`config.mk`:
```
export PLATFORM = sky130hd
export DESIGN_NAME = phy_frame_selftest_counters
export DESIGN_NICKNAME = d
export VERILOG_FILES = /design/src/logic/sat_counter.v /design/src/logic/phy_frame_selftest_counters.v
export VERILOG_INCLUDE_DIRS = /design/src /design/src/logic
export SDC_FILE = /design/constraint.sdc
export NUM_CORES = 1
export LEC_CHECK = 0
export BUFFER_PORTS_ARGS = -buffer_cell sky130_fd_sc_hd__clkbuf_2
export CAP_MARGIN = 20
export CORE_ASPECT_RATIO = 0.9
export CORE_MARGIN = 5
export CORE_UTILIZATION = 56
export DETAILED_ROUTE_END_ITERATION = 16
export PLACE_DENSITY = 0.77
export SKIP_CTS_REPAIR_TIMING = 1
export SLEW_MARGIN = 20
export SYNTH_ARGS = -nofsm -noshare
export SYNTH_HDL_FRONTEND = slang
export SYNTH_HIERARCHICAL = 1
export SYNTH_SLANG_ARGS = --single-unit
```
`constraint.sdc`:
```
create_clock -name pclk -period 3.3 [get_ports pclk]
set_input_delay 0.66 -clock pclk [delete_from_list [all_inputs] [get_ports pclk]]
set_output_delay 0.66 -clock pclk [all_outputs]
set_load 0.02 [all_outputs]
```
`src/logic/selftest_consts.vh`:
```
`ifndef SELFTEST_CONSTS_VH
`define SELFTEST_CONSTS_VH

// register indices, byte address is four times the index
`define IDX_CONTROL       16'h40a0
`define IDX_GEN_LENGTH    16'h40a1
`define IDX_GEN_BURST     16'h40a2
`define IDX_RX_GOOD_HI    16'h40a3
`define IDX_RX_GOOD_LO    16'h40a4
`define IDX_RX_OS_HI      16'h40a5
`define IDX_RX_OS_LO      16'h40a6
`define IDX_RX_US_HI      16'h40a7
`define IDX_RX_US_LO      16'h40a8
`define IDX_RX_CRC_ERR    16'h40a9
`define IDX_RX_OS_CRC_ERR 16'h40aa
`define IDX_RX_FRAGMENT   16'h40ab
`define IDX_RX_NO_SFD     16'h40ac
`define IDX_TX_GOOD_HI    16'h40ad
`define IDX_TX_GOOD_LO    16'h40ae
`define IDX_TX_OS_HI      16'h40af
`define IDX_TX_OS_LO      16'h40b0
`define IDX_IRQ_STATUS    16'h4100
`define IDX_IRQ_CLEAR     16'h4101
`define IDX_IRQ_ENABLE    16'h4102

// control register fields
`define BIT_CHECKER_EN    15
`define BIT_GEN_EN        12

// reset values
`define RST_GEN_LENGTH    16'h0040
`define RST_GEN_BURST     16'h0000

// frame length classes, bytes
`define LEN_MIN           16'd64
`define LEN_MAX           16'd1518

// interrupt status bits
`define IRQ_BURST_DONE    0
`define IRQ_SATURATED     1
`define IRQ_WIDTH         2

`endif

```
`src/logic/sat_counter.v`:
```
`timescale 1ns/1ps
`default_nettype none

module sat_counter #(
    parameter WIDTH = 16
) (
    // clock and reset
    input wire pclk,
    input wire presetn,
    // control
    input wire inc,
    input wire clr_all,
    input wire clr_low,
    // state
    output reg [WIDTH-1:0] value,
    output wire saturated
);

localparam HALF = WIDTH / 2;

// an increment at the top value is dropped and flagged
assign saturated = inc & (&value) & ~clr_all & ~clr_low;

// clearing read wins over nothing: a same-cycle increment is kept
always @(posedge pclk or negedge presetn)
begin
    if (!presetn)
        value <= {WIDTH{1'b0}};
    else if (clr_all)
        value <= {{(WIDTH-1){1'b0}}, inc};
    else if (clr_low)
        value <= {value[WIDTH-1:HALF], {(HALF-1){1'b0}}, inc};
    else if (inc && !(&value))
        value <= value + 1'b1;
end

endmodule // sat_counter

`default_nettype wire

```
`src/logic/phy_frame_selftest_counters.v`:
```
// Register access over APB was chosen for this implementation.
`timescale 1ns/1ps
`default_nettype none
`include "selftest_consts.vh"

module phy_frame_selftest_counters (
    // apb clock and reset
    input wire pclk,
    input wire presetn,
    // apb slave
    input wire psel,
    input wire penable,
    input wire pwrite,
    input wire [17:0] paddr,
    input wire [31:0] pwdata,
    output reg [31:0] prdata,
    output wire pready,
    output reg pslverr,
    // receive checker results
    input wire rx_frame_done,
    input wire [15:0] rx_frame_len,
    input wire rx_crc_ok,
    input wire rx_sfd_missing,
    // transmit checker results
    input wire tx_frame_done,
    input wire [15:0] tx_frame_len,
    input wire tx_crc_ok,
    // frame generator datapath
    output reg gen_frame_req,
    output reg [15:0] gen_frame_length,
    input wire gen_frame_sent,
    output wire gen_busy,
    // enables to the rest of the self test
    output wire checker_enable,
    output wire gen_enable,
    // interrupt
    output wire irq
);

localparam G_IDLE = 1'b0;
localparam G_WAIT = 1'b1;

// length class: 0 under, 1 normal, 2 over
function [1:0] len_class;
    input [15:0] len;
    begin
        if (len < `LEN_MIN)
            len_class = 2'd0;
        else if (len > `LEN_MAX)
            len_class = 2'd2;
        else
            len_class = 2'd1;
    end
endfunction

reg pready_q;
reg [15:0] control;
reg [15:0] gen_burst_field;
reg [`IRQ_WIDTH-1:0] irq_status;
reg [`IRQ_WIDTH-1:0] irq_enable;
reg gen_state;
reg [15:0] gen_sent;
wire [15:0] cnt_rd [0:13];
wire [3:0] cnt_sel;
reg [31:0] next_prdata;
reg next_slverr;

wire [15:0] idx;
wire aligned;
wire read_cap;
wire write_done;
wire [1:0] rx_cls;
wire [1:0] tx_cls;
wire rx_ev;
wire tx_ev;
wire [4:0] wide_inc;
wire [3:0] narrow_inc;
wire [4:0] rd_hi;
wire [4:0] rd_lo;
wire [3:0] rd_narrow;
wire [4:0] wide_sat;
wire [3:0] narrow_sat;
wire [31:0] wide_val [0:4];
wire [15:0] narrow_val [0:3];
wire burst_end;
wire sw_ctrl_write;

// address decode
assign idx = paddr[17:2];
assign aligned = (paddr[1:0] == 2'b00);
// counter slot 0..13, wraps from 0x...b0 to 13
assign cnt_sel = idx[3:0] - 4'h3;

// one wait state: capture in first access cycle, complete in second
assign read_cap = psel & penable & ~pwrite & ~pready_q;
assign write_done = psel & penable & pwrite & pready_q;
assign pready = pready_q;

always @(posedge pclk or negedge presetn)
begin
    if (!presetn)
        pready_q <= 1'b0;
    else
        pready_q <= psel & penable & ~pready_q;
end

assign checker_enable = control[`BIT_CHECKER_EN];
assign gen_enable = control[`BIT_GEN_EN];
assign gen_busy = (gen_state == G_WAIT);

// checker events, counted only while the checker is on
assign rx_ev = rx_frame_done & checker_enable;
assign tx_ev = tx_frame_done & checker_enable;
assign rx_cls = len_class(rx_frame_len);
assign tx_cls = len_class(tx_frame_len);

// wide counter increments
assign wide_inc[0] = rx_ev & rx_crc_ok & (rx_cls == 2'd1);
assign wide_inc[1] = rx_ev & rx_crc_ok & (rx_cls == 2'd2);
assign wide_inc[2] = rx_ev & rx_crc_ok & (rx_cls == 2'd0);
assign wide_inc[3] = tx_ev & tx_crc_ok & (tx_cls == 2'd1);
assign wide_inc[4] = tx_ev & tx_crc_ok & (tx_cls == 2'd2);

// narrow counter increments
assign narrow_inc[0] = rx_ev & ~rx_crc_ok & (rx_cls == 2'd1);
assign narrow_inc[1] = rx_ev & ~rx_crc_ok & (rx_cls == 2'd2);
assign narrow_inc[2] = rx_ev & (rx_cls == 2'd0);
assign narrow_inc[3] = rx_ev & rx_sfd_missing;

// wide counters with upper/lower read-clear and snapshot
genvar gi;
generate
    for (gi = 0; gi < 5; gi = gi + 1)
    begin : g_wide
        // slot of the upper half, counted from the first counter
        localparam integer SLOT = (gi < 3) ? 2 * gi : 2 * gi + 4;
        reg [15:0] snap;
        reg valid;

        assign rd_hi[gi] = read_cap & aligned
            & (idx == `IDX_RX_GOOD_HI + SLOT[15:0]);
        assign rd_lo[gi] = read_cap & aligned
            & (idx == `IDX_RX_GOOD_HI + SLOT[15:0] + 16'h0001);
        assign cnt_rd[SLOT] = wide_val[gi][31:16];
        assign cnt_rd[SLOT + 1] = valid ? snap : wide_val[gi][15:0];

        // upper read clears all, keeping lower in snapshot
        sat_counter #(
            .WIDTH(32)
        ) u_cnt (
            .pclk(pclk),
            .presetn(presetn),
            .inc(wide_inc[gi]),
            .clr_all(rd_hi[gi]),
            .clr_low(rd_lo[gi] & ~valid),
            .value(wide_val[gi]),
            .saturated(wide_sat[gi])
        );

        // lower half held until its own read
        always @(posedge pclk or negedge presetn)
        begin
            if (!presetn)
            begin
                snap <= 16'h0000;
                valid <= 1'b0;
            end
            else if (rd_hi[gi])
            begin
                snap <= wide_val[gi][15:0];
                valid <= 1'b1;
            end
            else if (rd_lo[gi])
                valid <= 1'b0;
        end
    end

    for (gi = 0; gi < 4; gi = gi + 1)
    begin : g_narrow
        localparam integer SLOT = gi + 6;

        assign rd_narrow[gi] = read_cap & aligned
            & (idx == `IDX_RX_GOOD_HI + SLOT[15:0]);
        assign cnt_rd[SLOT] = narrow_val[gi];

        sat_counter #(
            .WIDTH(16)
        ) u_cnt (
            .pclk(pclk),
            .presetn(presetn),
            .inc(narrow_inc[gi]),
            .clr_all(rd_narrow[gi]),
            .clr_low(1'b0),
            .value(narrow_val[gi]),
            .saturated(narrow_sat[gi])
        );
    end
endgenerate

// read data mux, counters only readable
always @*
begin
    next_prdata = 32'h0000_0000;
    next_slverr = 1'b0;
    if (!aligned)
        next_slverr = 1'b1;
    else if (idx == `IDX_CONTROL)
        next_prdata = {16'h0000, control};
    else if (idx == `IDX_GEN_LENGTH)
        next_prdata = {16'h0000, gen_frame_length};
    else if (idx == `IDX_GEN_BURST)
        next_prdata = {16'h0000, gen_burst_field};
    else if (idx >= `IDX_RX_GOOD_HI && idx <= `IDX_TX_OS_LO)
        next_prdata = {16'h0000, cnt_rd[cnt_sel]};
    else if (idx == `IDX_IRQ_STATUS)
        next_prdata = {{(32-`IRQ_WIDTH){1'b0}}, irq_status};
    else if (idx == `IDX_IRQ_CLEAR)
        next_prdata = 32'h0000_0000;
    else if (idx == `IDX_IRQ_ENABLE)
        next_prdata = {{(32-`IRQ_WIDTH){1'b0}}, irq_enable};
    else
        next_slverr = 1'b1;
end

// read data and error, loaded in the first access cycle
always @(posedge pclk or negedge presetn)
begin
    if (!presetn)
    begin
        prdata <= 32'h0000_0000;
        pslverr <= 1'b0;
    end
    else if (psel && penable && !pready_q)
    begin
        prdata <= pwrite ? 32'h0000_0000 : next_prdata;
        pslverr <= next_slverr;
    end
end

// writable settings; counters ignore writes
assign sw_ctrl_write = write_done & aligned & (idx == `IDX_CONTROL);

always @(posedge pclk or negedge presetn)
begin
    if (!presetn)
    begin
        gen_frame_length <= `RST_GEN_LENGTH;
        gen_burst_field <= `RST_GEN_BURST;
        irq_enable <= {`IRQ_WIDTH{1'b0}};
    end
    else if (write_done && aligned)
    begin
        if (idx == `IDX_GEN_LENGTH)
            gen_frame_length <= pwdata[15:0];
        else if (idx == `IDX_GEN_BURST)
            gen_burst_field <= pwdata[15:0];
        else if (idx == `IDX_IRQ_ENABLE)
            irq_enable <= pwdata[`IRQ_WIDTH-1:0];
    end
end

// control: software write wins over generator self-clear
always @(posedge pclk or negedge presetn)
begin
    if (!presetn)
        control <= 16'h0000;
    else if (sw_ctrl_write)
        control <= pwdata[15:0];
    else if (burst_end)
        control[`BIT_GEN_EN] <= 1'b0;
end

// generator sequencing of frame requests
assign burst_end = (gen_state == G_WAIT) & gen_frame_sent
    & (gen_burst_field != 16'h0000)
    & (gen_sent + 16'h0001 >= gen_burst_field);

always @(posedge pclk or negedge presetn)
begin
    if (!presetn)
    begin
        gen_state <= G_IDLE;
        gen_sent <= 16'h0000;
        gen_frame_req <= 1'b0;
    end
    else
    begin
        gen_frame_req <= 1'b0;
        case (gen_state)
            G_IDLE:
            begin
                gen_sent <= 16'h0000;
                if (gen_enable)
                begin
                    gen_frame_req <= 1'b1;
                    gen_state <= G_WAIT;
                end
            end
            G_WAIT:
            begin
                if (gen_frame_sent)
                begin
                    gen_sent <= gen_sent + 16'h0001;
                    if (burst_end || !gen_enable)
                        gen_state <= G_IDLE;
                    else
                        gen_frame_req <= 1'b1;
                end
            end
            default:
                gen_state <= G_IDLE;
        endcase
    end
end

// sticky interrupt status, set wins over clear
always @(posedge pclk or negedge presetn)
begin
    if (!presetn)
        irq_status <= {`IRQ_WIDTH{1'b0}};
    else
    begin
        if (write_done && aligned && idx == `IDX_IRQ_CLEAR)
            irq_status <= irq_status & ~pwdata[`IRQ_WIDTH-1:0]
                | {(|wide_sat) | (|narrow_sat), burst_end};
        else
            irq_status <= irq_status
                | {(|wide_sat) | (|narrow_sat), burst_end};
    end
end

assign irq = |(irq_status & irq_enable);

endmodule // phy_frame_selftest_counters

`default_nettype wire

```
## Word-level counts from Yosys, hierarchy flattened

Index checks and enable logic that the tools add are counted.

- Bitwise logic cells: 100
- Reduce and logical (&&, ||, !) cells: 69
- Multiplexer cells: 73
- Order comparisons: 8
- Add/sub/neg operators: 11
- Eq/ne operators: 30

Operators with widths:

| cell | count |
|---|---|
| 32-bit two-way mux | 16 |
| 16-bit two-way mux | 21 |
| 16-bit by 15-bit == test with 1-bit output (second input constant) | 20 |
| 32-bit by 1-bit adder with 32-bit output (second input constant) | 5 |
| 32-bit AND reduction | 5 |
| 16-bit by 1-bit adder with 16-bit output (second input constant) | 5 |
| 1-bit bitwise AND | 68 |
| 16-bit binary-select mux with 4-bit select | 1 |
| 16-bit AND reduction | 4 |
| 16-bit by 11-bit greater-than comparator with 1-bit output (second input constant) | 2 |
| 16-bit by 7-bit < comparator with 1-bit output (second input constant) | 2 |
| 16-bit one-hot mux with 2 select lines | 1 |
| 2-bit nonzero test | 15 |
| 1-bit inverter | 25 |
| 1-bit two-way mux | 24 |
| 16-bit by 15-bit greater-or-equal comparator with 1-bit output (second input constant) | 1 |
| 16-bit greater-or-equal comparator | 1 |
| 16-bit by 15-bit less-or-equal comparator with 1-bit output (second input constant) | 1 |
| 2-bit two-way mux | 8 |
| 16-bit nonzero test | 1 |
| 3-bit nonzero test | 5 |
| 1-bit logical AND | 14 |
| 2-bit AND reduction | 6 |
| 1-bit zero test | 11 |
| other kinds (19) | 29 |

- Register bits: 413
- Bits of input ports: 93

## Depth between registers and ports, before layout

Gate-level depths: netlist of run 1.

- Word-level depth: 12
- Gate-level depth with buffers: 14
- Mapped depth without buffers: 13

## Cells and area by module

Netlist of run 1, hierarchy kept.

Modules (own cells, without submodules):

| module | times used | cells each | sequential area each (um^2) | area each (um^2) |
|---|---|---|---|---|
| phy_frame_selftest_counters | 1 | 1171 | 4330.4 | 11194.5 |
| sat_counter (g_wide[0].u_cnt ...) | 4 | 197 | 800.8 | 1834.3 |
| sat_counter (g_narrow[0].u_cnt ...) | 4 | 94 | 400.4 | 885.8 |
| sat_counter (g_wide[4].u_cnt) | 1 | 205 | 800.8 | 1870.5 |

## Worst setup path after synthesis of run 1

Ideal clock, no wire load.

- Path type: input to register
- Start: input paddr[11]
- End: register irq_status[1]
- Arrival time: 3885 ps
- Library setup time: 118 ps
- Stages: 14
- Path slack: -703 ps
- Path through: or4b_1 buf_2 or4_4 or4_4 buf_6 nor2_8 buf_12 clkbuf_1 or2_2 buf_1 nor3_1 nor4_1 nand3_1 a21o_1

- Word-level cells in the longest chain between the ends: 9
- Elaborated cells between the ends (all ways): 69

RTL lines:

| element | line | text |
|---|---|---|
| from (decl) | phy_frame_selftest_counters.v:14 | `input wire [17:0] paddr,` |
| 16-bit by 15-bit == test with 1-bit output * | phy_frame_selftest_counters.v:141 | `` & (idx == `IDX_RX_GOOD_HI + SLOT[15:0]); `` |
| 1-bit bitwise AND * | phy_frame_selftest_counters.v:140 | `assign rd_hi[gi] = read_cap & aligned` |
| named net rd_hi[4] | phy_frame_selftest_counters.v:78 | `wire [4:0] rd_hi;` |
| 1-bit inverter * | sat_counter.v:22 | `assign saturated = inc & (&value) & ~clr_all & ~clr_low;` |
| 1-bit bitwise AND * (2 in series) | sat_counter.v:22 |  |
| named net wide_sat[4] | phy_frame_selftest_counters.v:81 | `wire [4:0] wide_sat;` |
| 5-bit OR reduction * | phy_frame_selftest_counters.v:325, phy_frame_selftest_counters.v:328 |  |
| 1-bit OR * | phy_frame_selftest_counters.v:325, phy_frame_selftest_counters.v:328 |  |
| 2-bit OR, on equally long branches | phy_frame_selftest_counters.v:328, phy_frame_selftest_counters.v:324 |  |
| 2-bit two-way mux * | phy_frame_selftest_counters.v:323 | `` if (write_done && aligned && idx == `IDX_IRQ_CLEAR) `` |
| to (signal assigned) | phy_frame_selftest_counters.v:320 | `` irq_status <= {`IRQ_WIDTH{1'b0}}; `` |
| to (signal assigned) | phy_frame_selftest_counters.v:324 | `` irq_status <= irq_status & ~pwdata[`IRQ_WIDTH-1:0] `` |
| to (signal assigned) | phy_frame_selftest_counters.v:327 | `irq_status <= irq_status` |
| to (decl) | phy_frame_selftest_counters.v:59 | `` reg [`IRQ_WIDTH-1:0] irq_status; `` |

The timed path passes the listed nets; every way through them passes the cells marked *.
A chain may end at the register's enable or synchronous reset.

## Final worst setup path of run 1

- Start: input paddr[15]
- End: register irq_status[1]

- Elaborated cells between the ends (all ways): 69

RTL lines:

| element | line | text |
|---|---|---|
| 16-bit by 15-bit == test with 1-bit output * | phy_frame_selftest_counters.v:183 | `` & (idx == `IDX_RX_GOOD_HI + SLOT[15:0]); `` |
| 1-bit bitwise AND * | phy_frame_selftest_counters.v:182 | `assign rd_narrow[gi] = read_cap & aligned` |
| named net rd_narrow[0] | phy_frame_selftest_counters.v:80 | `wire [3:0] rd_narrow;` |
| 1-bit inverter * | sat_counter.v:22 |  |
| 1-bit bitwise AND * | sat_counter.v:22 |  |
| named net narrow_sat[0] | phy_frame_selftest_counters.v:82 | `wire [3:0] narrow_sat;` |
| 4-bit OR reduction * | phy_frame_selftest_counters.v:325, phy_frame_selftest_counters.v:328 |  |
| 1-bit OR * | phy_frame_selftest_counters.v:325, phy_frame_selftest_counters.v:328 |  |
| 2-bit OR, on equally long branches | phy_frame_selftest_counters.v:328, phy_frame_selftest_counters.v:324 |  |
| 2-bit two-way mux * | phy_frame_selftest_counters.v:323 |  |

Marks and branches as above.

==> flow_results.xml, run 1 <==
<?xml version="1.0" encoding="UTF-8"?>
<metrics>
  <group name="timing">
    <metric name="finalHoldViolCount" unit="">0</metric>
    <metric name="final-setup-viol-count" unit="">0</metric>
    <metric name="max_clock_freq" unit="MHz">315</metric>
    <metric name="maxSlewViolCount" unit="">0</metric>
    <metric name="final.setup_skew" unit="ns">0.0195</metric>
    <metric name="finalWorstPathRequiredPeriod" unit="ns">3.18</metric>
    <metric name="finalWorstSetupSlack" unit="ns">0.124</metric>
    <metric name="timing.final.crit_share" unit="%">96.2</metric>
    <metric name="worst_hold_slack" unit="ns">0.0585</metric>
    <metric name="timing_worst_slew_pin_value" unit="ns">0.971</metric>
    <metric name="slew_headroom" unit="%">35.3</metric>
  </group>
  <group name="layout">
    <metric name="num-nets-final" unit="">2893</metric>
    <metric name="syn2layout_area_growth" unit="%">16.0</metric>
    <metric name="final_cells" unit="">3353</metric>
    <metric name="finalCoreUtilization" unit="%">66.1</metric>
    <metric name="layout.filler_cells" unit="">3245</metric>
    <metric name="post_route_cells_drive_above_1_share" unit="%">21.0</metric>
  </group>
  <group name="pwr">
    <metric name="power.ir.vdd_worst" unit="µV">438</metric>
    <metric name="power_leakage" unit="nW">12.2</metric>
    <metric name="switchingPower" unit="mW">2.74</metric>
    <metric name="netSwitchingFraction" unit="%">24.7</metric>
    <metric name="power_per_cell_area" unit="nW/µm²">400</metric>
    <metric name="clock_network_power_share" unit="%">46.1</metric>
    <metric name="seqPwrFrac" unit="%">45.0</metric>
    <metric name="p_comb_share" unit="%">9.0</metric>
    <metric name="internal-power" unit="mW">8.36</metric>
  </group>
  <group name="hold_path">
    <metric name="timing.hold.worst.class" unit="">in2async</metric>
  </group>
  <group name="synth">
    <metric name="syn_area_per_cell" unit="µm²">9.43</metric>
    <metric name="synth-compound-area-share" unit="%">17.0</metric>
    <metric name="synthXorXnorAreaFrac" unit="%">2.60</metric>
    <metric name="yosys_most_used_dff" unit="">sky130_fd_sc_hd__dfrtp_1</metric>
    <metric name="synth-simple-area-share" unit="%">22.3</metric>
    <metric name="largest_family_of_logic_cells_by_synthesized_area" unit="">simple AND/OR/NAND/NOR gates</metric>
    <metric name="post_synthesis_instance_total" unit="">2540</metric>
    <metric name="netlist_area_pre_place" unit="µm²">23900</metric>
    <metric name="synth.largest_area_cell" unit="">sky130_fd_sc_hd__dfrtp_1</metric>
    <metric name="yosys_warnings" unit="">6</metric>
    <metric name="synth_top_area_share" unit="%">41.4</metric>
    <metric name="post_synth_mux_area_share" unit="%">10.3</metric>
    <metric name="ys_top_cells_by_area" unit="">sky130_fd_sc_hd__dfrtp_1 41%, sky130_fd_sc_hd__mux2_2 4.6%, sky130_fd_sc_hd__mux2i_1 4.4%, sky130_fd_sc_hd__a21oi_1 3.5%, sky130_fd_sc_hd__nand2_1 3.2%</metric>
    <metric name="synth_fa_ha_area_share" unit="%">1.57</metric>
    <metric name="share_of_the_yosys_chip_area_belonging_to_registers" unit="%">41.5</metric>
    <metric name="ys_ff_latch" unit="">397</metric>
    <metric name="yosysMostFrequentCell" unit="">sky130_fd_sc_hd__dfrtp_1</metric>
    <metric name="postSynth.asyncResetShare" unit="%">100</metric>
    <metric name="synth_commonest_cells" unit="">396 x sky130_fd_sc_hd__dfrtp_1, 202 x sky130_fd_sc_hd__nand2_1, 174 x sky130_fd_sc_hd__nor2_1, 169 x sky130_fd_sc_hd__a21oi_1, 118 x sky130_fd_sc_hd__o21ai_0</metric>
    <metric name="synth_edf_count" unit="">0</metric>
    <metric name="yosys.cell_types.count" unit="">81</metric>
  </group>
  <group name="outcome">
    <metric name="outcome" unit="">complete, no violations</metric>
  </group>
  <group name="drt">
    <metric name="routedWlPerCell" unit="µm">21.0</metric>
    <metric name="final_antenna_net_count" unit="">0</metric>
    <metric name="detail_route.first_pass.iterations" unit="">6</metric>
    <metric name="via_per_inst" unit="">6.51</metric>
    <metric name="via_count" unit="">21800</metric>
    <metric name="drt_drc_violations_left" unit="">0</metric>
    <metric name="first_iteration_detailed_routing_drc_count" unit="">2169</metric>
    <metric name="routed_wirelength" unit="µm">70500</metric>
  </group>
  <group name="cts">
    <metric name="cts_made_buffers" unit="">44</metric>
    <metric name="clock_tree.root_cell" unit="">sky130_fd_sc_hd__clkbuf_16</metric>
    <metric name="cts_sinks" unit="">397</metric>
    <metric name="cts_tree" unit="">done</metric>
    <metric name="htree_levels" unit="">2</metric>
    <metric name="max-clock-path-buffers" unit="">3</metric>
    <metric name="clk_latency" unit="ns">0.58</metric>
    <metric name="clk_pin_slew_worst_paths" unit="ns">0.06</metric>
  </group>
  <group name="global_route">
    <metric name="total_global_route_track_usage" unit="%">29.4</metric>
    <metric name="globalRoute.totalOverflow" unit="">0</metric>
    <metric name="grt_first_pass_wirelength" unit="µm">113000</metric>
    <metric name="grt_max_degree" unit="">78</metric>
    <metric name="grt_pass1_vias" unit="">21100</metric>
    <metric name="grt_antenna_before_repair" unit="">2</metric>
  </group>
  <group name="floorplan">
    <metric name="core.rowCount" unit="">71</metric>
    <metric name="core_area" unit="µm²">42000</metric>
    <metric name="die_h" unit="µm">206</metric>
    <metric name="io-pin-count" unit="">148</metric>
    <metric name="dieWidth" unit="µm">228</metric>
    <metric name="die_area" unit="µm²">47000</metric>
    <metric name="initial_utilization" unit="%">57.0</metric>
  </group>
  <group name="worst_setup_path">
    <metric name="slowest_stage_cell_on_the_critical_path" unit="">sky130_fd_sc_hd__or4_1</metric>
    <metric name="worst_path_cell_chain" unit="">clkbuf_2 -&gt; or4_1 -&gt; or3_2 -&gt; or2_4 -&gt; nor4_2 -&gt; buf_4 -&gt; and2_1 -&gt; nor2_1 -&gt; and3_1 -&gt; nor4_1 -&gt; nand3_1 -&gt; a21o_1</metric>
    <metric name="regToRegSetupSlack" unit="ns">0.15</metric>
    <metric name="r2r_start" unit="">gen_sent[2]$_DFFE_PN0P_</metric>
    <metric name="slowest_delay" unit="ns">0.61</metric>
    <metric name="rr_worst_depth" unit="">13</metric>
    <metric name="path_class" unit="">in2reg</metric>
    <metric name="worstReg2RegEnd" unit="">control[12]$_DFFE_PN0P_</metric>
    <metric name="end_kind" unit="">register</metric>
    <metric name="critical_path_required" unit="ns">3.77</metric>
    <metric name="path_max_fanout" unit="">3</metric>
    <metric name="startpoint_type" unit="">primary input</metric>
    <metric name="data_arrival_time_of_the_worst_path" unit="ns">3.65</metric>
  </group>
  <group name="placed_design">
    <metric name="dp.cells" unit="">3270</metric>
    <metric name="setup_ws_pre_cts" unit="ns">-0.449</metric>
    <metric name="post-dp-hpwl" unit="µm">51700</metric>
    <metric name="portBuffers" unit="">115</metric>
    <metric name="gpl.final_weighted_congestion" unit="">1.02</metric>
  </group>
  <group name="run">
    <metric name="count_of_maximum_capacitance_violations" unit="">0</metric>
  </group>
</metrics>
[placed cells by master, fill, tap and decap left out, types with 77 or more instances in the layout]
cell	n
sky130_fd_sc_hd__dfrtp_1	393
sky130_fd_sc_hd__nand2_1	202
sky130_fd_sc_hd__buf_4	175
sky130_fd_sc_hd__nor2_1	171
sky130_fd_sc_hd__a21oi_1	169
sky130_fd_sc_hd__o21ai_0	117
sky130_fd_sc_hd__clkbuf_2	114
sky130_fd_sc_hd__mux2i_1	105
sky130_fd_sc_hd__mux2_2	98
sky130_fd_sc_hd__or4_1	89
sky130_fd_sc_hd__or3_1	81
sky130_fd_sc_hd__nand3_1	80
sky130_fd_sc_hd__nand4_1	78
sky130_fd_sc_hd__inv_1	77
[stage by stage]
stage / total power, mW / area (µm²) / TNS [ns]
finish: 11.1 / 27800 / 0
global route: 11.5 / 27800 / -0.0676
CTS: 11.1 / 27700 / -0.000783
detailed placement: 6.03 / 26200 / -18.12
global placement: 5.99 / 26200 / -11.55
floorplan: 5.56 / 24200 / -6.66
[flip-flops by register name (all words and copies together) (netlist names)]
name / cells
gen_frame_req: 1
pready: 1
prdata: 16
irq_enable: 2
g_wide.valid: 5
g_narrow.u_cnt/value: 64
control: 16
pslverr: 1
irq_status: 2
gen_sent: 16
gen_busy: 1
g_wide.snap: 80
g_wide.u_cnt/value: 160
gen_frame_length: 16
gen_burst_field: 16
[how the worst max path moves through the flow]
| stage | startpoint | endpoint |
|---|---|---|
| 2_1_floorplan | paddr[11] | irq_status[1]$_DFF_PN0_ |
| 3_3_place_gp | paddr[15] | irq_status[1]$_DFF_PN0_ |
| 3_5_place_dp | paddr[15] | irq_status[1]$_DFF_PN0_ |
| 4_1_cts | gen_sent[0]$_DFFE_PN0P_ | gen_busy$_DFF_PN0_ |
| 5_1_grt | gen_sent[0]$_DFFE_PN0P_ | control[12]$_DFFE_PN0P_ |
| 6_report | paddr[15] | irq_status[1]$_DFF_PN0_ |
[cells by family (layout without fill, tap and decap cells)]
logic type,Yosys count,after routing
AND/OR/NAND/NOR,969,969
AO/OA/AOI/OAI,612,612
flip-flops,397,397
buffers and inverters,236,469
multiplexers,224,224
XOR/XNOR,71,71
adder cells (fa/ha/maj),30,30
other,1,34
[power by group through the flow]
stage	Clock (mW)	Combinational (mW)	Sequential [mW]
2_1_floorplan	0	0.511	5.05
3_3_place_gp	0	0.931	5.06
3_5_place_dp	0	0.958	5.07
4_1_cts	5.19	0.966	4.98
5_1_grt	5.41	1.09	4.99
6_report	5.11	0.996	4.99
[per-layer routing]
| layer | wire length, µm | vias up | track usage [%] |
|---|---|---|---|
| met3 | 5780 | 173 | 5.62 |
| li1 | - | 9999 | - |
| met4 | 2910 | 0 | 12.0 |
| met1 | 28800 | 10700 | 38.9 |
| met2 | 33100 | 971 | 48.4 |
| met5 | 0 | - | 0 |
[area by class of cell]
cell class | count | area, µm² | area share [%]
inverter | 82 | 308 | 1.11
clock inverter | 17 | 199 | 0.716
multi-input combinational | 1938 | 13100 | 47.1
tap | 547 | 684 | 2.46
clock buffer | 63 | 1300 | 4.69
antenna | 2 | 5.00 | 0.0180
timing repair buffer | 307 | 2240 | 8.06
sequential | 397 | 9940 | 35.8
[critical path, delay by kind of cell]
kind / cells / cell delay, ns
AOI/OAI and AO/OA: 1 / 0.17
buffers and inverters: 2 / 0.27
and+or+nand+nor: 9 / 2.54
Note: power is estimated with default switching activity, not from simulation.
==> inputs of run 2 (changes only) <==
--- a/config.mk
+++ b/config.mk
@@ -6,16 +6,17 @@
 export SDC_FILE = /design/constraint.sdc
 export NUM_CORES = 1
 export LEC_CHECK = 0
-export BUFFER_PORTS_ARGS = -buffer_cell sky130_fd_sc_hd__clkbuf_2
 export CAP_MARGIN = 20
 export CORE_ASPECT_RATIO = 0.9
 export CORE_MARGIN = 5
-export CORE_UTILIZATION = 56
+export CORE_UTILIZATION = 59
 export DETAILED_ROUTE_END_ITERATION = 16
-export PLACE_DENSITY = 0.77
+export DONT_BUFFER_PORTS = 1
+export PLACE_DENSITY = 0.78
 export SKIP_CTS_REPAIR_TIMING = 1
 export SLEW_MARGIN = 20
 export SYNTH_ARGS = -nofsm -noshare
 export SYNTH_HDL_FRONTEND = slang
 export SYNTH_HIERARCHICAL = 1
 export SYNTH_SLANG_ARGS = --single-unit
+export TNS_END_PERCENT = 20
==> run 2 against run 1 <==
Against the previous run:
- sequential share of layout area increased by 1.7 points
- first-iteration DRC count rose by 6.1%
- the run now ends with hold timing, slew limit left
- combinational power is 30% lower
- die area shrank 4.9%
- maximum frequency is 0.76% lower
- critical path type is now reg2reg
- clock-buffer cell count down 1
- highest routed layer is now met5
==> flow_results.xml, run 2 (synthesis results as in run 1) <==
<?xml version="1.0" encoding="UTF-8"?>
<metrics>
  <group name="layout">
    <metric name="syn2layout_area_growth" unit="%">10.7</metric>
    <metric name="antennaDiodeCount" unit="">0</metric>
    <metric name="leading_cell_type_in_the_layout_fill_and_taps_excluded" unit="">sky130_fd_sc_hd__dfrtp_1</metric>
    <metric name="final_cells" unit="">3160</metric>
    <metric name="registers.top_by_ff_count" unit="">g_wide.u_cnt/value</metric>
    <metric name="biggestRegsByFlops" unit="">g_wide.u_cnt/value x160, g_wide.snap x80, g_narrow.u_cnt/value x64</metric>
    <metric name="post_route_cells_drive_above_1_share" unit="%">15.5</metric>
    <metric name="layout.cells.most_common_list" unit="">394 x sky130_fd_sc_hd__dfrtp_1, 202 x sky130_fd_sc_hd__nand2_1, 171 x sky130_fd_sc_hd__nor2_1</metric>
    <metric name="largest_register_ff_count" unit="">160</metric>
    <metric name="num-nets-final" unit="">2715</metric>
  </group>
  <group name="timing">
    <metric name="slew_headroom" unit="%">-12.4</metric>
    <metric name="finalWorstSetupSlack" unit="ns">0.100</metric>
    <metric name="finalWorstPathRequiredPeriod" unit="ns">3.20</metric>
    <metric name="worst_hold_slack" unit="ns">-0.213</metric>
    <metric name="final-setup-viol-count" unit="">0</metric>
    <metric name="final.setup_skew" unit="ns">0.0150</metric>
    <metric name="timing.final.crit_share" unit="%">97.0</metric>
    <metric name="timing_worst_slew_pin_value" unit="ns">1.69</metric>
    <metric name="finalHoldViolCount" unit="">119</metric>
    <metric name="maxSlewViolCount" unit="">112</metric>
    <metric name="max_clock_freq" unit="MHz">313</metric>
  </group>
  <group name="pwr">
    <metric name="power_leakage" unit="nW">11.3</metric>
    <metric name="p_comb_share" unit="%">6.6</metric>
    <metric name="netSwitchingFraction" unit="%">23.7</metric>
    <metric name="power_per_cell_area" unit="nW/µm²">400</metric>
    <metric name="switchingPower" unit="mW">2.51</metric>
    <metric name="seqPwrFrac" unit="%">47.1</metric>
    <metric name="internal-power" unit="mW">8.08</metric>
    <metric name="clock_network_power_share" unit="%">46.3</metric>
    <metric name="power.ir.vdd_worst" unit="µV">598</metric>
  </group>
  <group name="worst_setup_path">
    <metric name="critical-path-top-cell-by-count" unit="">sky130_fd_sc_hd__buf_4</metric>
    <metric name="path_max_fanout" unit="">5</metric>
    <metric name="path_class" unit="">reg2reg</metric>
    <metric name="end_kind" unit="">register</metric>
    <metric name="data_arrival_time_of_the_worst_path" unit="ns">3.66</metric>
    <metric name="slowest_stage_cell_on_the_critical_path" unit="">sky130_fd_sc_hd__or4_1</metric>
    <metric name="rr_worst_depth" unit="">12</metric>
    <metric name="timing.critical_path.buf_inv" unit="">2</metric>
    <metric name="critical_path_required" unit="ns">3.76</metric>
    <metric name="family_of_cells_with_the_greatest_summed_delay_on_the_critical_path" unit="">simple AND/OR/NAND/NOR gates</metric>
    <metric name="startpoint_type" unit="">register</metric>
    <metric name="slowest_delay" unit="ns">0.46</metric>
    <metric name="worstSetupPathDepth" unit="">12</metric>
    <metric name="worst_path_cell_chain" unit="">nand3b_1 -&gt; or4_1 -&gt; buf_4 -&gt; nor4_2 -&gt; buf_4 -&gt; nand2_1 -&gt; nor2_2 -&gt; nor2_1 -&gt; and3_1 -&gt; nor4_1 -&gt; nand3_1 -&gt; a21o_1</metric>
  </group>
  <group name="outcome">
    <metric name="outcome" unit="">finished with violations</metric>
    <metric name="failed_checks" unit="">hold timing, slew limit</metric>
  </group>
  <group name="cts">
    <metric name="clk_latency" unit="ns">0.57</metric>
    <metric name="htree_levels" unit="">2</metric>
    <metric name="clk_pin_slew_worst_paths" unit="ns">0.06</metric>
    <metric name="cts_made_buffers" unit="">43</metric>
    <metric name="max-clock-path-buffers" unit="">3</metric>
    <metric name="clock_tree.root_cell" unit="">sky130_fd_sc_hd__clkbuf_16</metric>
    <metric name="cts_sinks" unit="">397</metric>
    <metric name="cts_tree" unit="">done</metric>
  </group>
  <group name="floorplan">
    <metric name="initial_utilization" unit="%">59.3</metric>
    <metric name="die_h" unit="µm">201</metric>
    <metric name="dieWidth" unit="µm">222</metric>
    <metric name="core_area" unit="µm²">40400</metric>
    <metric name="core.rowCount" unit="">70</metric>
    <metric name="io-pin-count" unit="">148</metric>
    <metric name="die_area" unit="µm²">44700</metric>
  </group>
  <group name="global_route">
    <metric name="globalRoute.totalOverflow" unit="">0</metric>
    <metric name="grt_pass1_vias" unit="">20300</metric>
    <metric name="grt_max_degree" unit="">398</metric>
    <metric name="grt_first_pass_wirelength" unit="µm">111000</metric>
    <metric name="grt_antenna_before_repair" unit="">1</metric>
    <metric name="total_global_route_track_usage" unit="%">30.0</metric>
  </group>
  <group name="placed_design">
    <metric name="gpl.final_weighted_congestion" unit="">0.964</metric>
    <metric name="setup_ws_pre_cts" unit="ns">-0.467</metric>
    <metric name="dp.cells" unit="">3086</metric>
    <metric name="post-dp-hpwl" unit="µm">50400</metric>
    <metric name="portBuffers" unit="">0</metric>
  </group>
  <group name="hold_path">
    <metric name="timing.hold.worst.class" unit="">in2async</metric>
  </group>
  <group name="run">
    <metric name="count_of_maximum_capacitance_violations" unit="">0</metric>
  </group>
  <group name="drt">
    <metric name="final_antenna_net_count" unit="">0</metric>
    <metric name="detail_route.first_pass.iterations" unit="">8</metric>
    <metric name="first_iteration_detailed_routing_drc_count" unit="">2302</metric>
    <metric name="via_count" unit="">21100</metric>
    <metric name="routedWlPerCell" unit="µm">21.9</metric>
    <metric name="routed_wirelength" unit="µm">69300</metric>
    <metric name="drt_drc_violations_left" unit="">0</metric>
    <metric name="via_per_inst" unit="">6.68</metric>
  </group>
</metrics>
==> run 2: cell types whose count changed in the layout (fill, tap and decap cells not counted), moves of 2 or more <==
cell | previous run | this run
sky130_fd_sc_hd__clkbuf_2 | 114 | 0
sky130_fd_sc_hd__buf_4 | 175 | 122
sky130_fd_sc_hd__buf_12 | 17 | 8
sky130_fd_sc_hd__bufinv_16 | 4 | 2
sky130_fd_sc_hd__clkbuf_1 | 7 | 5
sky130_fd_sc_hd__clkinv_2 | 9 | 7
sky130_fd_sc_hd__diode_2 | 2 | 0
sky130_fd_sc_hd__inv_6 | 2 | 0
==> run 2: stage by stage <==
step                      util (%)  setup TNS, ns  hold slack (ns)  power [mW]  instance area, µm²
final                         65.6              0           -0.213        10.6               26500
after global routing          65.6       -0.00637           -0.222        10.9               26500
after CTS                     65.5         -0.227           -0.223        10.6               26500
after detailed placement      62.0         -10.02            0.378        5.75               25000
after global placement        62.0          -5.95            0.378        5.72               25000
after floorplan                  -          -6.90            0.364        5.56               24200
==> run 2: final timing paths <==
| check | from | slack (ns) | end |
|---|---|---|---|
| worst max-delay path | pready$_DFF_PN0_ | 0.10 | irq_status[1]$_DFF_PN0_ |
| worst min-delay path | presetn | -0.21 | g_wide[4].u_cnt/value[7]$_DFFE_PN0P_ |
| worst max register to register | pready$_DFF_PN0_ | 0.10 | irq_status[1]$_DFF_PN0_ |
| worst min register to register | g_wide[0].snap[9]$_DFFE_PN0P_ | 0.47 | g_wide[0].snap[9]$_DFFE_PN0P_ |
| max in group asynchronous | presetn | 2.16 | g_wide[3].snap[11]$_DFFE_PN0P_ |
| min in group pclk | gen_frame_sent | 0.21 | gen_busy$_DFF_PN0_ |
==> run 2: power by group through the flow <==
stage | Clock (mW) | Sequential [mW] | Combinational (mW)
floorplan | 0 | 5.05 | 0.511
global placement | 0 | 5.07 | 0.650
detailed placement | 0 | 5.07 | 0.677
CTS | 4.97 | 4.98 | 0.681
global route | 5.17 | 4.99 | 0.756
finish | 4.90 | 4.99 | 0.699
==> run 2: cell type report <==
cell class	count	area, µm²
multi-input cells	1938	13100
inverters	82	308
well taps	540	676
fillers	3197	13900
flip-flops and latches	397	9940
clock inverters	11	111
repair buffers	130	1080
clock buffers	62	1310
==> run 2: routing by layer <==
layer | vias up | part of all wire [%] | GRT usage (%)
met4 | 2 | 4.4 | 11.7
met5 | - | 0.017 | 0
met1 | 10400 | 42 | 41.6
li1 | 9645 | - | -
met3 | 172 | 8.1 | 5.60
met2 | 919 | 46 | 47.2
==> inputs of run 3 (changes only) <==
--- a/config.mk
+++ b/config.mk
@@ -7,12 +7,15 @@
 export NUM_CORES = 1
 export LEC_CHECK = 0
 export CAP_MARGIN = 20
+export CELL_PAD_IN_SITES_DETAIL_PLACEMENT = 0
+export CELL_PAD_IN_SITES_GLOBAL_PLACEMENT = 1
 export CORE_ASPECT_RATIO = 0.9
 export CORE_MARGIN = 5
-export CORE_UTILIZATION = 59
+export CORE_UTILIZATION = 46
 export DETAILED_ROUTE_END_ITERATION = 16
 export DONT_BUFFER_PORTS = 1
-export PLACE_DENSITY = 0.78
+export PLACE_DENSITY_LB_ADDON = 0.1
+export REMOVE_ABC_BUFFERS = 1
 export SKIP_CTS_REPAIR_TIMING = 1
 export SLEW_MARGIN = 20
 export SYNTH_ARGS = -nofsm -noshare
==> run 3 against run 2 <==
Against the previous run:
- the flow still finishes with violations (hold timing, slew limit)
- non-clock buffer count grew 58
- clock power increased by 4.9%
- hold slack worse by 0.0014 ns
- sequential cell count unchanged
- critical path depth is 4 lower
- design area up 2.8%
==> flow_results.xml, run 3 (synthesis results as in run 1) <==
<?xml version="1.0" encoding="UTF-8"?>
<metrics>
  <group name="worst_setup_path">
    <metric name="startpoint_type" unit="">register</metric>
    <metric name="slowest_stage_cell_on_the_critical_path" unit="">sky130_fd_sc_hd__dfrtp_1</metric>
    <metric name="slowest_delay" unit="ns">0.75</metric>
    <metric name="critical_path_required" unit="ns">3.80</metric>
    <metric name="timing.critical_path.buf_inv" unit="">1</metric>
    <metric name="end_kind" unit="">register</metric>
    <metric name="path_class" unit="">reg2reg</metric>
    <metric name="path_max_fanout" unit="">14</metric>
    <metric name="data_arrival_time_of_the_worst_path" unit="ns">3.61</metric>
    <metric name="worst_path_cell_chain" unit="">nand3_1 -&gt; nor3_2 -&gt; and4b_1 -&gt; nand4_1 -&gt; a311o_1 -&gt; buf_12 -&gt; or4_1 -&gt; a21oi_1</metric>
    <metric name="family_of_cells_with_the_greatest_summed_delay_on_the_critical_path" unit="">simple AND/OR/NAND/NOR gates</metric>
    <metric name="regToRegSetupSlack" unit="ns">0.19</metric>
  </group>
  <group name="layout">
    <metric name="layout.cells.most_common_list" unit="">393 x sky130_fd_sc_hd__dfrtp_1, 202 x sky130_fd_sc_hd__nand2_1, 174 x sky130_fd_sc_hd__nor2_1, 174 x sky130_fd_sc_hd__buf_4, 168 x sky130_fd_sc_hd__a21oi_1</metric>
    <metric name="final_cells" unit="">3374</metric>
    <metric name="antennaDiodeCount" unit="">0</metric>
    <metric name="post_route_cells_drive_above_1_share" unit="%">17.2</metric>
    <metric name="leading_cell_type_in_the_layout_fill_and_taps_excluded" unit="">sky130_fd_sc_hd__dfrtp_1</metric>
    <metric name="biggestRegsByFlops" unit="">g_wide.u_cnt/value x160, g_wide.snap x80, g_narrow.u_cnt/value x64</metric>
    <metric name="num-nets-final" unit="">2776</metric>
    <metric name="syn2layout_area_growth" unit="%">13.8</metric>
    <metric name="largest_register_ff_count" unit="">160</metric>
    <metric name="registers.top_by_ff_count" unit="">g_wide.u_cnt/value</metric>
  </group>
  <group name="global_route">
    <metric name="grt_antenna_before_repair" unit="">0</metric>
    <metric name="grt_pass1_vias" unit="">19800</metric>
    <metric name="total_global_route_track_usage" unit="%">25.6</metric>
    <metric name="globalRoute.totalOverflow" unit="">0</metric>
    <metric name="grt_max_degree" unit="">398</metric>
    <metric name="grt_first_pass_wirelength" unit="µm">116000</metric>
  </group>
  <group name="timing">
    <metric name="slew_headroom" unit="%">-13.9</metric>
    <metric name="maxSlewViolCount" unit="">195</metric>
    <metric name="max_clock_freq" unit="MHz">321</metric>
    <metric name="timing_worst_slew_pin_value" unit="ns">1.71</metric>
    <metric name="finalWorstSetupSlack" unit="ns">0.189</metric>
    <metric name="final.setup_skew" unit="ns">0.0247</metric>
    <metric name="timing.final.crit_share" unit="%">94.3</metric>
    <metric name="finalHoldViolCount" unit="">139</metric>
    <metric name="worst_hold_slack" unit="ns">-0.214</metric>
    <metric name="finalWorstPathRequiredPeriod" unit="ns">3.11</metric>
    <metric name="final-setup-viol-count" unit="">0</metric>
  </group>
  <group name="floorplan">
    <metric name="die_area" unit="µm²">56700</metric>
    <metric name="core_area" unit="µm²">51600</metric>
    <metric name="die_h" unit="µm">226</metric>
    <metric name="initial_utilization" unit="%">46.4</metric>
    <metric name="io-pin-count" unit="">148</metric>
    <metric name="core.rowCount" unit="">79</metric>
    <metric name="dieWidth" unit="µm">251</metric>
  </group>
  <group name="drt">
    <metric name="final_antenna_net_count" unit="">0</metric>
    <metric name="routedWlPerCell" unit="µm">22.1</metric>
    <metric name="drt_drc_violations_left" unit="">0</metric>
    <metric name="via_count" unit="">20900</metric>
    <metric name="routed_wirelength" unit="µm">74600</metric>
    <metric name="via_per_inst" unit="">6.18</metric>
    <metric name="first_iteration_detailed_routing_drc_count" unit="">1647</metric>
    <metric name="detail_route.first_pass.iterations" unit="">5</metric>
  </group>
  <group name="placed_design">
    <metric name="setup_ws_pre_cts" unit="ns">-0.366</metric>
    <metric name="portBuffers" unit="">0</metric>
    <metric name="post-dp-hpwl" unit="µm">54500</metric>
    <metric name="gpl.final_weighted_congestion" unit="">0.910</metric>
    <metric name="dp.cells" unit="">3291</metric>
  </group>
  <group name="cts">
    <metric name="htree_levels" unit="">2</metric>
    <metric name="cts_sinks" unit="">397</metric>
    <metric name="max-clock-path-buffers" unit="">3</metric>
    <metric name="cts_tree" unit="">done</metric>
    <metric name="clock_tree.root_cell" unit="">sky130_fd_sc_hd__clkbuf_16</metric>
    <metric name="clk_pin_slew_worst_paths" unit="ns">0.06</metric>
    <metric name="clk_latency" unit="ns">0.58</metric>
    <metric name="cts_made_buffers" unit="">46</metric>
  </group>
  <group name="pwr">
    <metric name="power.ir.vdd_worst" unit="µV">439</metric>
    <metric name="power_leakage" unit="nW">11.6</metric>
    <metric name="power_per_cell_area" unit="nW/µm²">402</metric>
  </group>
  <group name="run">
    <metric name="count_of_maximum_capacitance_violations" unit="">0</metric>
  </group>
  <group name="outcome">
    <metric name="failed_checks" unit="">hold timing, slew limit</metric>
    <metric name="outcome" unit="">finished with violations</metric>
  </group>
  <group name="hold_path">
    <metric name="timing.hold.worst.class" unit="">in2async</metric>
  </group>
</metrics>
-- run 3: cell types whose count changed in the layout (fill, tap and decap cells not counted), sizes merged --
cell	delta
inv	+2
clkinvlp	-1
clkinv	+1
clkbuf	+6
buf	+58
-- run 3: worst register-to-register path, delay by kind of cell (launching register included) --
kind	cells	cell delay [ns]
compound gates	2	0.48
buf+inv	1	0.16
flops	1	0.75
simple gates	5	1.63
-- run 3: area by class of cell --
cell class / instances / area, µm²
Clock buffer: 68 / 1370
Clock inverter: 13 / 126
Fill cell: 4783 / 24400
Inverter: 82 / 308
Multi-Input combinational cell: 1938 / 13100
Sequential cell: 397 / 9940
Tap cell: 688 / 861
Timing Repair Buffer: 188 / 1590
-- run 3: path summary, 6_finish.rpt --
path / from / endpoint / cells past startpoint
max: control[15]$_DFFE_PN0P_ / g_wide[4].u_cnt/value[23]$_DFFE_PN0P_ / 8
min in group pclk: pwdata[14] / gen_burst_field[14]$_DFFE_PN0P_ / 2
max reg2reg: control[15]$_DFFE_PN0P_ / g_wide[4].u_cnt/value[23]$_DFFE_PN0P_ / 8
max in group asynchronous: presetn / gen_sent[2]$_DFFE_PN0P_ / 0
min reg2reg: g_wide[0].snap[15]$_DFFE_PN0P_ / g_wide[0].snap[15]$_DFFE_PN0P_ / 2
min: presetn / g_wide[3].u_cnt/value[9]$_DFFE_PN0P_ / 0
-- run 3: routing by layer --
metal / up-vias / wire length [µm] / global-route usage (%)
met1: 10400 / 35100 / 38.2
met3: 110 / 4790 / 4.05
met2: 601 / 32800 / 39.1
met4: 0 / 1870 / 6.55
li1: 9791 / - / -
met5: - / 0 / 0
-- run 3: metrics by stage --
stage	utilization [%]	setup TNS [ns]	instance area (µm²)	total power, mW
finish	52.8	0	27200	10.9
global route	52.8	-0.00343	27200	11.4
CTS	52.7	0	27200	11.0
detailed placement	49.8	-30.56	25700	5.83
global placement	49.8	-24.60	25700	5.81
floorplan	-	-59.25	23200	5.53
-- run 3: report_power, final --
part	switching, mW	internal (mW)	total (mW)
logic	0.478	0.323	0.801
registers	0.0749	4.92	5.00
clock network	2.13	3.01	5.14
